$ cat src/design/lpc_clock_divider.sv
/*
  Package of shared constants for the link port block, and the link clock
  divider used by each link port in transmit mode.
  Assumes a single system clock that also serves as the link source clock,
  and a synchronous active-low reset.
*/
`timescale 1ns/1ps

package lpc_pkg;
  // ****************************************************************
  // Widths and counts
  // ****************************************************************
  localparam int LPC_PORTS = 2;
  localparam int LPC_DATA_W = 8;
  localparam int LPC_DIV_W = 8;
  localparam int LPC_RX_DEPTH = 4;
  localparam int LPC_DIV_MAX = 255;
  localparam logic [LPC_DIV_W-1:0] LPC_DIV_BYPASS = 8'h00;
  // ****************************************************************
  // Timing
  // ****************************************************************
  localparam int LPC_SRC_CLK_MHZ = 50;
  localparam int LPC_SRC_CLK_PERIOD_NS = 1000 / LPC_SRC_CLK_MHZ;
  // Acknowledge low delay after link clock edge, in tenths of source periods
  localparam int LPC_ACK_DLY_MIN_X10 = 15;
  localparam int LPC_ACK_DLY_MAX_X10 = 25;
  localparam int LPC_ACK_DLY_MIN_CYC = (LPC_ACK_DLY_MIN_X10 + 9) / 10;
  localparam int LPC_ACK_DLY_MAX_CYC = LPC_ACK_DLY_MAX_X10 / 10;
  // ****************************************************************
  // Reset values
  // ****************************************************************
  localparam logic LPC_CLK_IDLE = 1'b1;
  localparam logic LPC_ACK_IDLE = 1'b1;
endpackage

module lpc_clock_divider
  import lpc_pkg::*;
#(
  parameter int DIV_W = LPC_DIV_W
) (
  // Clock and reset
  input wire logic sys_clk,
  input wire logic rst_n,
  // Control
  input wire logic run,
  input wire logic [DIV_W-1:0] div_value,
  // Divided clock
  output logic clk_level,
  output logic load_slot
);
  import lpc_pkg::*;

  logic [DIV_W-1:0] cnt_reg;
  logic [DIV_W-1:0] cnt_next;
  logic lvl_reg;
  logic lvl_next;
  logic wrap;

  // ****************************************************************
  // Half-period counter
  // ****************************************************************
  assign wrap = (cnt_reg == div_value - {{(DIV_W-1){1'b0}}, 1'b1});

  always_comb begin
    cnt_next = cnt_reg;
    lvl_next = lvl_reg;
    if (!run || div_value == LPC_DIV_BYPASS) begin
      cnt_next = '0;
      lvl_next = LPC_CLK_IDLE;
    end else if (wrap) begin
      cnt_next = '0;
      lvl_next = ~lvl_reg;
    end else begin
      cnt_next = cnt_reg + {{(DIV_W-1){1'b0}}, 1'b1};
    end
  end

  always_ff @(posedge sys_clk) begin
    if (!rst_n) begin
      cnt_reg <= '0;
      lvl_reg <= LPC_CLK_IDLE;
    end else begin
      cnt_reg <= cnt_next;
      lvl_reg <= lvl_next;
    end
  end

  // ****************************************************************
  // Outputs
  // ****************************************************************
  // Bypass passes the source clock straight through; a new value each cycle
  assign clk_level = (div_value == LPC_DIV_BYPASS) ? (run ? sys_clk : LPC_CLK_IDLE) : lvl_reg;
  // Slot where the clock is about to rise: period is twice the divide value
  assign load_slot = (div_value == LPC_DIV_BYPASS) ? run : (run && wrap && !lvl_reg);
endmodule

$ cat src/design/lpc_link_port.sv
/*
  Two independent parallel link ports. Each transmits with a divided clock
  or receives with the far end's clock, with acknowledge flow control.
  Assumes one system clock that is the link source clock; all link pins
  are asynchronous and pass two flip-flops before use.
*/
// Behaviour
// Transmit clock is source divided by twice value
// Divide value zero passes source clock through
// In receive mode far end supplies clock
// Data stable at falling edge, captured there
// Acknowledge low 1.5 to 2.5 periods after edge (code: 2 to 3 periods, via the pin synchroniser and ack_reg)
// After first byte, acknowledge low near full
// Two identical independent link port instances
// Transmitter pauses while acknowledge is low
`timescale 1ns/1ps

module lpc_link_port
  import lpc_pkg::*;
#(
  parameter int PORTS = LPC_PORTS,
  parameter int DATA_W = LPC_DATA_W,
  parameter int DIV_W = LPC_DIV_W,
  parameter int RX_DEPTH = LPC_RX_DEPTH
) (
  // Clock and reset
  input wire logic sys_clk,
  input wire logic rst_n,
  // Per-port configuration
  input wire logic [PORTS-1:0] transmit_mode,
  input wire logic [PORTS*DIV_W-1:0] link_divider_register,
  // Transmit user side
  input wire logic [PORTS*DATA_W-1:0] tx_data,
  input wire logic [PORTS-1:0] tx_valid,
  output logic [PORTS-1:0] tx_ready,
  // Receive user side
  output logic [PORTS*DATA_W-1:0] rx_data,
  output logic [PORTS-1:0] rx_valid,
  input wire logic [PORTS-1:0] rx_ready,
  output logic [PORTS-1:0] rx_overrun,
  // Link clock pin
  input wire logic [PORTS-1:0] link_clock_line_in,
  output logic [PORTS-1:0] link_clock_line_out,
  output logic [PORTS-1:0] link_clock_line_oe_n,
  // Link data pins
  input wire logic [PORTS*DATA_W-1:0] link_data_lines_in,
  output logic [PORTS*DATA_W-1:0] link_data_lines_out,
  output logic [PORTS*DATA_W-1:0] link_data_lines_oe_n,
  // Link acknowledge pin
  input wire logic [PORTS-1:0] link_acknowledge_line_in,
  output logic [PORTS-1:0] link_acknowledge_line_out,
  output logic [PORTS-1:0] link_acknowledge_line_oe_n
);
  import lpc_pkg::*;

  localparam int PTR_W = (RX_DEPTH > 1) ? $clog2(RX_DEPTH) : 1;
  localparam int CNT_W = $clog2(RX_DEPTH + 1);
  localparam logic [CNT_W-1:0] CNT_NEAR_FULL = CNT_W'(RX_DEPTH - 1);
  localparam logic [CNT_W-1:0] CNT_FULL = CNT_W'(RX_DEPTH);

  // ****************************************************************
  // Helpers
  // ****************************************************************
  function automatic logic [PTR_W-1:0] ptr_inc(input logic [PTR_W-1:0] p);
    logic [PTR_W-1:0] r;
    r = (p == PTR_W'(RX_DEPTH - 1)) ? '0 : p + PTR_W'(1);
    return r;
  endfunction

  genvar g;
  generate
    for (g = 0; g < PORTS; g = g + 1) begin : gen_port
      // ****************************************************************
      // Pin synchronisers
      // ****************************************************************
      logic clk_s1_reg;
      logic clk_s2_reg;
      logic clk_s3_reg;
      logic ack_s1_reg;
      logic ack_s2_reg;
      logic [DATA_W-1:0] dat_s1_reg;
      logic [DATA_W-1:0] dat_s2_reg;

      always_ff @(posedge sys_clk) begin
        if (!rst_n) begin
          clk_s1_reg <= LPC_CLK_IDLE;
          clk_s2_reg <= LPC_CLK_IDLE;
          clk_s3_reg <= LPC_CLK_IDLE;
          ack_s1_reg <= LPC_ACK_IDLE;
          ack_s2_reg <= LPC_ACK_IDLE;
          dat_s1_reg <= '0;
          dat_s2_reg <= '0;
        end else begin
          clk_s1_reg <= link_clock_line_in[g];
          clk_s2_reg <= clk_s1_reg;
          clk_s3_reg <= clk_s2_reg;
          ack_s1_reg <= link_acknowledge_line_in[g];
          ack_s2_reg <= ack_s1_reg;
          dat_s1_reg <= link_data_lines_in[g*DATA_W +: DATA_W];
          dat_s2_reg <= dat_s1_reg;
        end
      end

      // ****************************************************************
      // Transmitter
      // ****************************************************************
      logic tx_mode;
      logic run_reg;
      logic run_next;
      logic [DATA_W-1:0] txd_reg;
      logic [DATA_W-1:0] txd_next;
      logic clk_level;
      logic load_slot;
      logic tx_take;

      assign tx_mode = transmit_mode[g];

      lpc_clock_divider #(
        .DIV_W(DIV_W)
      ) u_div (
        .sys_clk(sys_clk),
        .rst_n(rst_n),
        .run(run_reg),
        .div_value(link_divider_register[g*DIV_W +: DIV_W]),
        .clk_level(clk_level),
        .load_slot(load_slot)
      );

      // New byte while stopped or at a rising slot, and only while acknowledge is high
      assign tx_ready[g] = tx_mode && ack_s2_reg && (!run_reg || load_slot);
      assign tx_take = tx_ready[g] && tx_valid[g];

      always_comb begin
        run_next = run_reg;
        txd_next = txd_reg;
        if (!tx_mode) begin
          run_next = 1'b0;
        end else if (tx_take) begin
          run_next = 1'b1;
          txd_next = tx_data[g*DATA_W +: DATA_W];
        end else if (load_slot) begin
          run_next = 1'b0;
        end
      end

      always_ff @(posedge sys_clk) begin
        if (!rst_n) begin
          run_reg <= 1'b0;
          txd_reg <= '0;
        end else begin
          run_reg <= run_next;
          txd_reg <= txd_next;
        end
      end

      // Data changes with the rising clock so it is steady at the fall
      assign link_clock_line_out[g] = tx_mode ? clk_level : LPC_CLK_IDLE;
      assign link_data_lines_out[g*DATA_W +: DATA_W] = txd_reg;
      assign link_clock_line_oe_n[g] = ~tx_mode;
      assign link_data_lines_oe_n[g*DATA_W +: DATA_W] = {DATA_W{~tx_mode}};
      assign link_acknowledge_line_oe_n[g] = tx_mode;

      // ****************************************************************
      // Receiver
      // ****************************************************************
      logic [DATA_W-1:0] buf_reg [RX_DEPTH];
      logic [DATA_W-1:0] buf_next [RX_DEPTH];
      logic [PTR_W-1:0] wr_reg;
      logic [PTR_W-1:0] wr_next;
      logic [PTR_W-1:0] rd_reg;
      logic [PTR_W-1:0] rd_next;
      logic [CNT_W-1:0] cnt_reg;
      logic [CNT_W-1:0] cnt_next;
      logic first_reg;
      logic first_next;
      logic ack_reg;
      logic ack_next;
      logic ovr_reg;
      logic ovr_next;
      logic fall;
      logic push;
      logic pop;

      // Far-end clock is sampled, never used as a clock here
      assign fall = !tx_mode && clk_s3_reg && !clk_s2_reg;
      assign push = fall && (cnt_reg != CNT_FULL);
      assign pop = rx_valid[g] && rx_ready[g];

      always_comb begin
        buf_next = buf_reg;
        wr_next = wr_reg;
        rd_next = rd_reg;
        cnt_next = cnt_reg;
        first_next = first_reg;
        ovr_next = fall && (cnt_reg == CNT_FULL);
        if (push) begin
          buf_next[wr_reg] = dat_s2_reg;
          wr_next = ptr_inc(wr_reg);
          first_next = 1'b1;
        end
        if (pop) begin
          rd_next = ptr_inc(rd_reg);
        end
        if (push && !pop) begin
          cnt_next = cnt_reg + CNT_W'(1);
        end else if (pop && !push) begin
          cnt_next = cnt_reg - CNT_W'(1);
        end
        if (tx_mode) begin
          first_next = 1'b0;
        end
        // Registered one cycle after the detected edge: 2 to 3 source periods
        ack_next = !(first_next && cnt_next >= CNT_NEAR_FULL);
      end

      always_ff @(posedge sys_clk) begin
        if (!rst_n) begin
          for (int i = 0; i < RX_DEPTH; i++) begin
            buf_reg[i] <= '0;
          end
          wr_reg <= '0;
          rd_reg <= '0;
          cnt_reg <= '0;
          first_reg <= 1'b0;
          ack_reg <= LPC_ACK_IDLE;
          ovr_reg <= 1'b0;
        end else begin
          buf_reg <= buf_next;
          wr_reg <= wr_next;
          rd_reg <= rd_next;
          cnt_reg <= cnt_next;
          first_reg <= first_next;
          ack_reg <= ack_next;
          ovr_reg <= ovr_next;
        end
      end

      assign rx_valid[g] = (cnt_reg != '0);
      assign rx_data[g*DATA_W +: DATA_W] = buf_reg[rd_reg];
      assign rx_overrun[g] = ovr_reg;
      assign link_acknowledge_line_out[g] = ack_reg;
    end
  endgenerate
endmodule

$ cat config.mk
export PLATFORM = sky130hd
export DESIGN_NAME = lpc_link_port
export DESIGN_NICKNAME = d
export VERILOG_FILES = /design/src/design/lpc_clock_divider.sv /design/src/design/lpc_link_port.sv
export SDC_FILE = /design/constraint.sdc
export NUM_CORES = 1
export LEC_CHECK = 0
export ABC_AREA = 1
export BUFFER_PORTS_ARGS = -buffer_cell sky130_fd_sc_hd__buf_2
export CAP_MARGIN = 10
export CORE_ASPECT_RATIO = 0.6
export CORE_MARGIN = 5
export CORE_UTILIZATION = 50
export DETAILED_ROUTE_END_ITERATION = 6
export PLACE_DENSITY = 0.73
export SLEW_MARGIN = 5
export SYNTH_ARGS = -nofsm -noshare
export SYNTH_HDL_FRONTEND = slang
export SYNTH_SLANG_ARGS = --single-unit
$ cat constraint.sdc
create_clock -name sys_clk -period 2.55 [get_ports sys_clk]
set_clock_uncertainty 0.2 [all_clocks]
set_input_delay 0.1275 -clock sys_clk [delete_from_list [all_inputs] [get_ports sys_clk]]
set_output_delay 0.1275 -clock sys_clk [all_outputs]
set_load 0.05 [all_outputs]
==> results by group <==
Synth
  • Syn avg cell area: 7.08 um^2
  • Total number of yosys warnings: 0
  • Post-synthesis sequential area ratio: 0.437
  • Synth Register Bits: 162
  • Synth Area in Compound Gates: 0.107
  • Post-synthesis mux area share: 0
  • Xor/xnor cell area share of the yosys netlist: 0.0142
  • Syn_nets: 1,127
  • Simple-gate share of the synthesized area: 0.285
  • Synth Area in Adders: 0.0337
  • Post-Syn Instances: 1,047
  • Largest family of logic cells by synthesized area: simple AND/OR/NAND/NOR gates
  • Cell area after synthesis: 7420 um^2
  • Yosys cell types: 31

Routing
  • Post-DR wirelength/cell: 13.3 um
  • DRC: 0
  • Pre-antenna DRT Iters: 5
  • Via-per-instance ratio: 4.93
  • Post-route ant nets: 0
  • Initial DRC Count: 582
  • Vias: 6,985
  • Total Wirelength: 18,900 um

Clock tree
  • Clk Latency, worst-skew pair: 520 ps
  • Worst-path clk slew: 60 ps
  • CTS tree: yes

Worst setup path
  • Crit path from: gen_port[1].u_div.cnt_reg[7]$_SDFF_PP0_
  • Endpoint type of the worst setup path: flip-flop
  • CP required: 2770 ps
  • Worst-path fanout max: 6
  • Reg2Reg Depth: 12
  • CP Class: reg -> reg
  • Worst setup path endpoint: gen_port[1].txd_reg[3]$_SDFFE_PN0P_
  • Cell Chain, Critical Path: xor2_1 -> inv_1 -> nand2_1 -> nand2_1 -> nor2_2 -> nand4_1 -> nand2_4 -> buf_4 -> nand4_1 -> dlygate4sd3_1 -> nand2_1 -> nor2_1
  • R2R Setup Slk: 140 ps
  • Crit start category: flip-flop
  • CP most frequent cell: nand2_1
  • Slowest cell on crit path: dlygate4sd3_1
  • Reg-to-reg startpoint: gen_port[1].u_div.cnt_reg[7]$_SDFF_PP0_
  • WP data arrival: 2630 ps
  • Buf+Inv Stages, Crit Path: 3
  • Worst R2R End: gen_port[1].txd_reg[3]$_SDFFE_PN0P_
  • Delay-heaviest family, CP: buffers and inverters
  • Crit. path cell count: 12
  • CP peak stage delay: 580 ps

Finish
  • Max reg flops: 64
  • Non-filler instance count after layout: 1,416
  • Area Growth Syn to Fin: 27.4%
  • Diode count: 0
  • Final #Nets: 1,286
  • Share of layout cells above drive strength 1: 0.170
  • Final Cell Area: 9450 um^2

GRT
  • Congestion Overflow GR: 0
  • Number of global-route vias before repair: 6,443
  • Largest net degree at the start of global routing: 65
  • First-pass GRT wire length: 31,400 um
  • Initial antenna violation count: 0
  • GRT Overall Usage: 0.215

Timing
  • Fmax: 415 MHz
  • Final period util: 0.944
  • Hold Fails Final Rpt: 0
  • Slew HR: 0.482
  • Worst slew pin tran: 776 ps
  • Final Setup Violations: 0
  • Final Max Tran Viols: 0
  • Fin crit period: 2410 ps
  • Hold_ws: 19.0 ps

Power
  • VDD IR max: 0.598 mV
  • Power density over the cells: 835 nW/um^2
  • Leakage: 4.43 nW

Placed design
  • Placed cells: 1,316
  • Port bufs: 121
  • HPWL after DPL: 11,900 um
  • Gpl congestion: 0.835
  • Area post-placement: 8050 um^2

Min path
  • Min-delay worst type: in -> reg

Floorplanning
  • Initial core utilization: 0.511
  • Die area: 17,400 um^2
  • Die Span X: 167 um
  • Die height: 104 um
  • Core ar.: 14,500 um^2
  • Placement Rows: 34
  • I/O Pins: 122

Run
  • Maxcap violations: 0

Run status
  • Status: finished, final reports clean
==> Yosys cell counts <==
master | n | area [um^2]
nand2_2 | 6 | 37.5
nor2_1 | 103 | 387
clkinv_1 | 4 | 15.0
o21ai_0 | 49 | 245
ha_1 | 20 | 250
a21oi_1 | 83 | 415
o21ai_1 | 3 | 15.0
nand3_2 | 3 | 30.0
clkbuf_1 | 27 | 101
buf_1 | 4 | 15.0
xor2_1 | 9 | 78.8
nor2_2 | 3 | 18.8
or2_2 | 9 | 56.3
buf_2 | 8 | 40.0
nor3_4 | 1 | 16.3
xnor2_1 | 3 | 26.3
inv_1 | 149 | 559
nand3_1 | 86 | 430
o22ai_1 | 16 | 100
nand2_1 | 238 | 893
buf_4 | 23 | 173
nor3_1 | 5 | 25.0
nor3b_1 | 2 | 15.0
dfxtp_1 | 162 | 3240
inv_2 | 3 | 11.3
nand3b_1 | 2 | 15.0
nand2_4 | 2 | 22.5
nand3_4 | 2 | 35.0
nand4_1 | 19 | 119
nor2_4 | 1 | 11.3
o211ai_1 | 2 | 15.0
==> routing by layer <==
| layer | part of all wire | vias to the layer above | GRT usage |
|---|---|---|---|
| li1 | - | 3598 | - |
| met2 | 0.46 | 229 | 0.336 |
| met3 | 0.073 | 17 | 0.0513 |
| met5 | 0 | - | 0 |
| met4 | 0.0094 | 0 | 0.0579 |
| met1 | 0.46 | 3141 | 0.299 |
==> logic make-up (layout without fill, tap and decap cells) <==
| group | Yosys count | count (layout) |
|---|---|---|
| and+or+nand+nor | 482 | 482 |
| adders and majority gates | 20 | 20 |
| xor gates and xnor gates | 12 | 12 |
| AOI/OAI and AO/OA | 153 | 153 |
| buffers and inverters | 218 | 389 |
| DFF | 162 | 162 |
==> layout by cell type, fill, tap and decap left out, types with 19 or more instances in the layout <==
cell	synthesis	routed
nor2_1	103	102
dfxtp_1	162	158
ha_1	20	20
dlygate4sd3_1	0	63
nand4_1	19	19
o21ai_0	49	49
clkbuf_16	0	21
nand3_1	86	86
inv_1	149	149
nand2_1	238	237
buf_2	8	120
a21oi_1	83	81
==> layout make-up <==
| cell class | count | area (um^2) |
|---|---|---|
| fillers | 1232 | 5060 |
| multi-input cells | 667 | 3280 |
| flip-flops and latches | 162 | 3250 |
| repair buffers | 196 | 1350 |
| inverters | 156 | 586 |
| clock buffers | 26 | 567 |
| well taps | 198 | 248 |
| clock inverters | 11 | 175 |
==> worst min-delay path by stage <==
stage,startpoint,cells past startpoint,endpoint
floorplan,transmit_mode[1],1,gen_port[1].first_reg$_SDFF_PN0_
global placement,link_data_lines_in[13],3,gen_port[1].dat_s1_reg[5]$_SDFF_PN0_
detailed placement,link_data_lines_in[8],3,gen_port[1].dat_s1_reg[0]$_SDFF_PN0_
CTS,rst_n,3,gen_port[0].clk_s3_reg$_SDFF_PN1_
global route,rst_n,3,gen_port[0].clk_s3_reg$_SDFF_PN1_
finish,rst_n,3,gen_port[0].clk_s3_reg$_SDFF_PN1_
==> repair_timing <==
action / CTS / global route
buffers inserted: 0 / 2
endpoints found under the setup margin: 1 / 11
gates resized for setup: 2 / 7
hold endpoints to repair: 49 / 0
hold buffers: 63 / 0
pin swaps: 0 / 2
==> where the power goes <==
| group | internal, W | leakage [nW] | switching (W) |
|---|---|---|---|
| Sequential | 0.00265 | 1.32 | 0.000111 |
| Clock | 0.00196 | 0.359 | 0.00107 |
| Combinational | 0.000583 | 2.74 | 0.00150 |
| Total | 0.00520 | 4.43 | 0.00269 |
==> per-stage QoR <==
step | setup slack, ps | power, W | setup TNS (ps) | utilization
after floorplan | 313 | 0.00430 | 0 | -
after global placement | 349 | 0.00478 | 0 | 0.555
after detailed placement | 271 | 0.00480 | 0 | 0.555
after CTS | 27.6 | 0.00792 | 0 | 0.649
after global routing | -29.6 | 0.00827 | -67.9 | 0.651
final | 142 | 0.00789 | 0 | 0.651
==> worst min-delay path: stages <==
cell     delay (ps)
buf_2           110
buf_4           320
nand2_1         140
(Power assumes the default switching activity.)
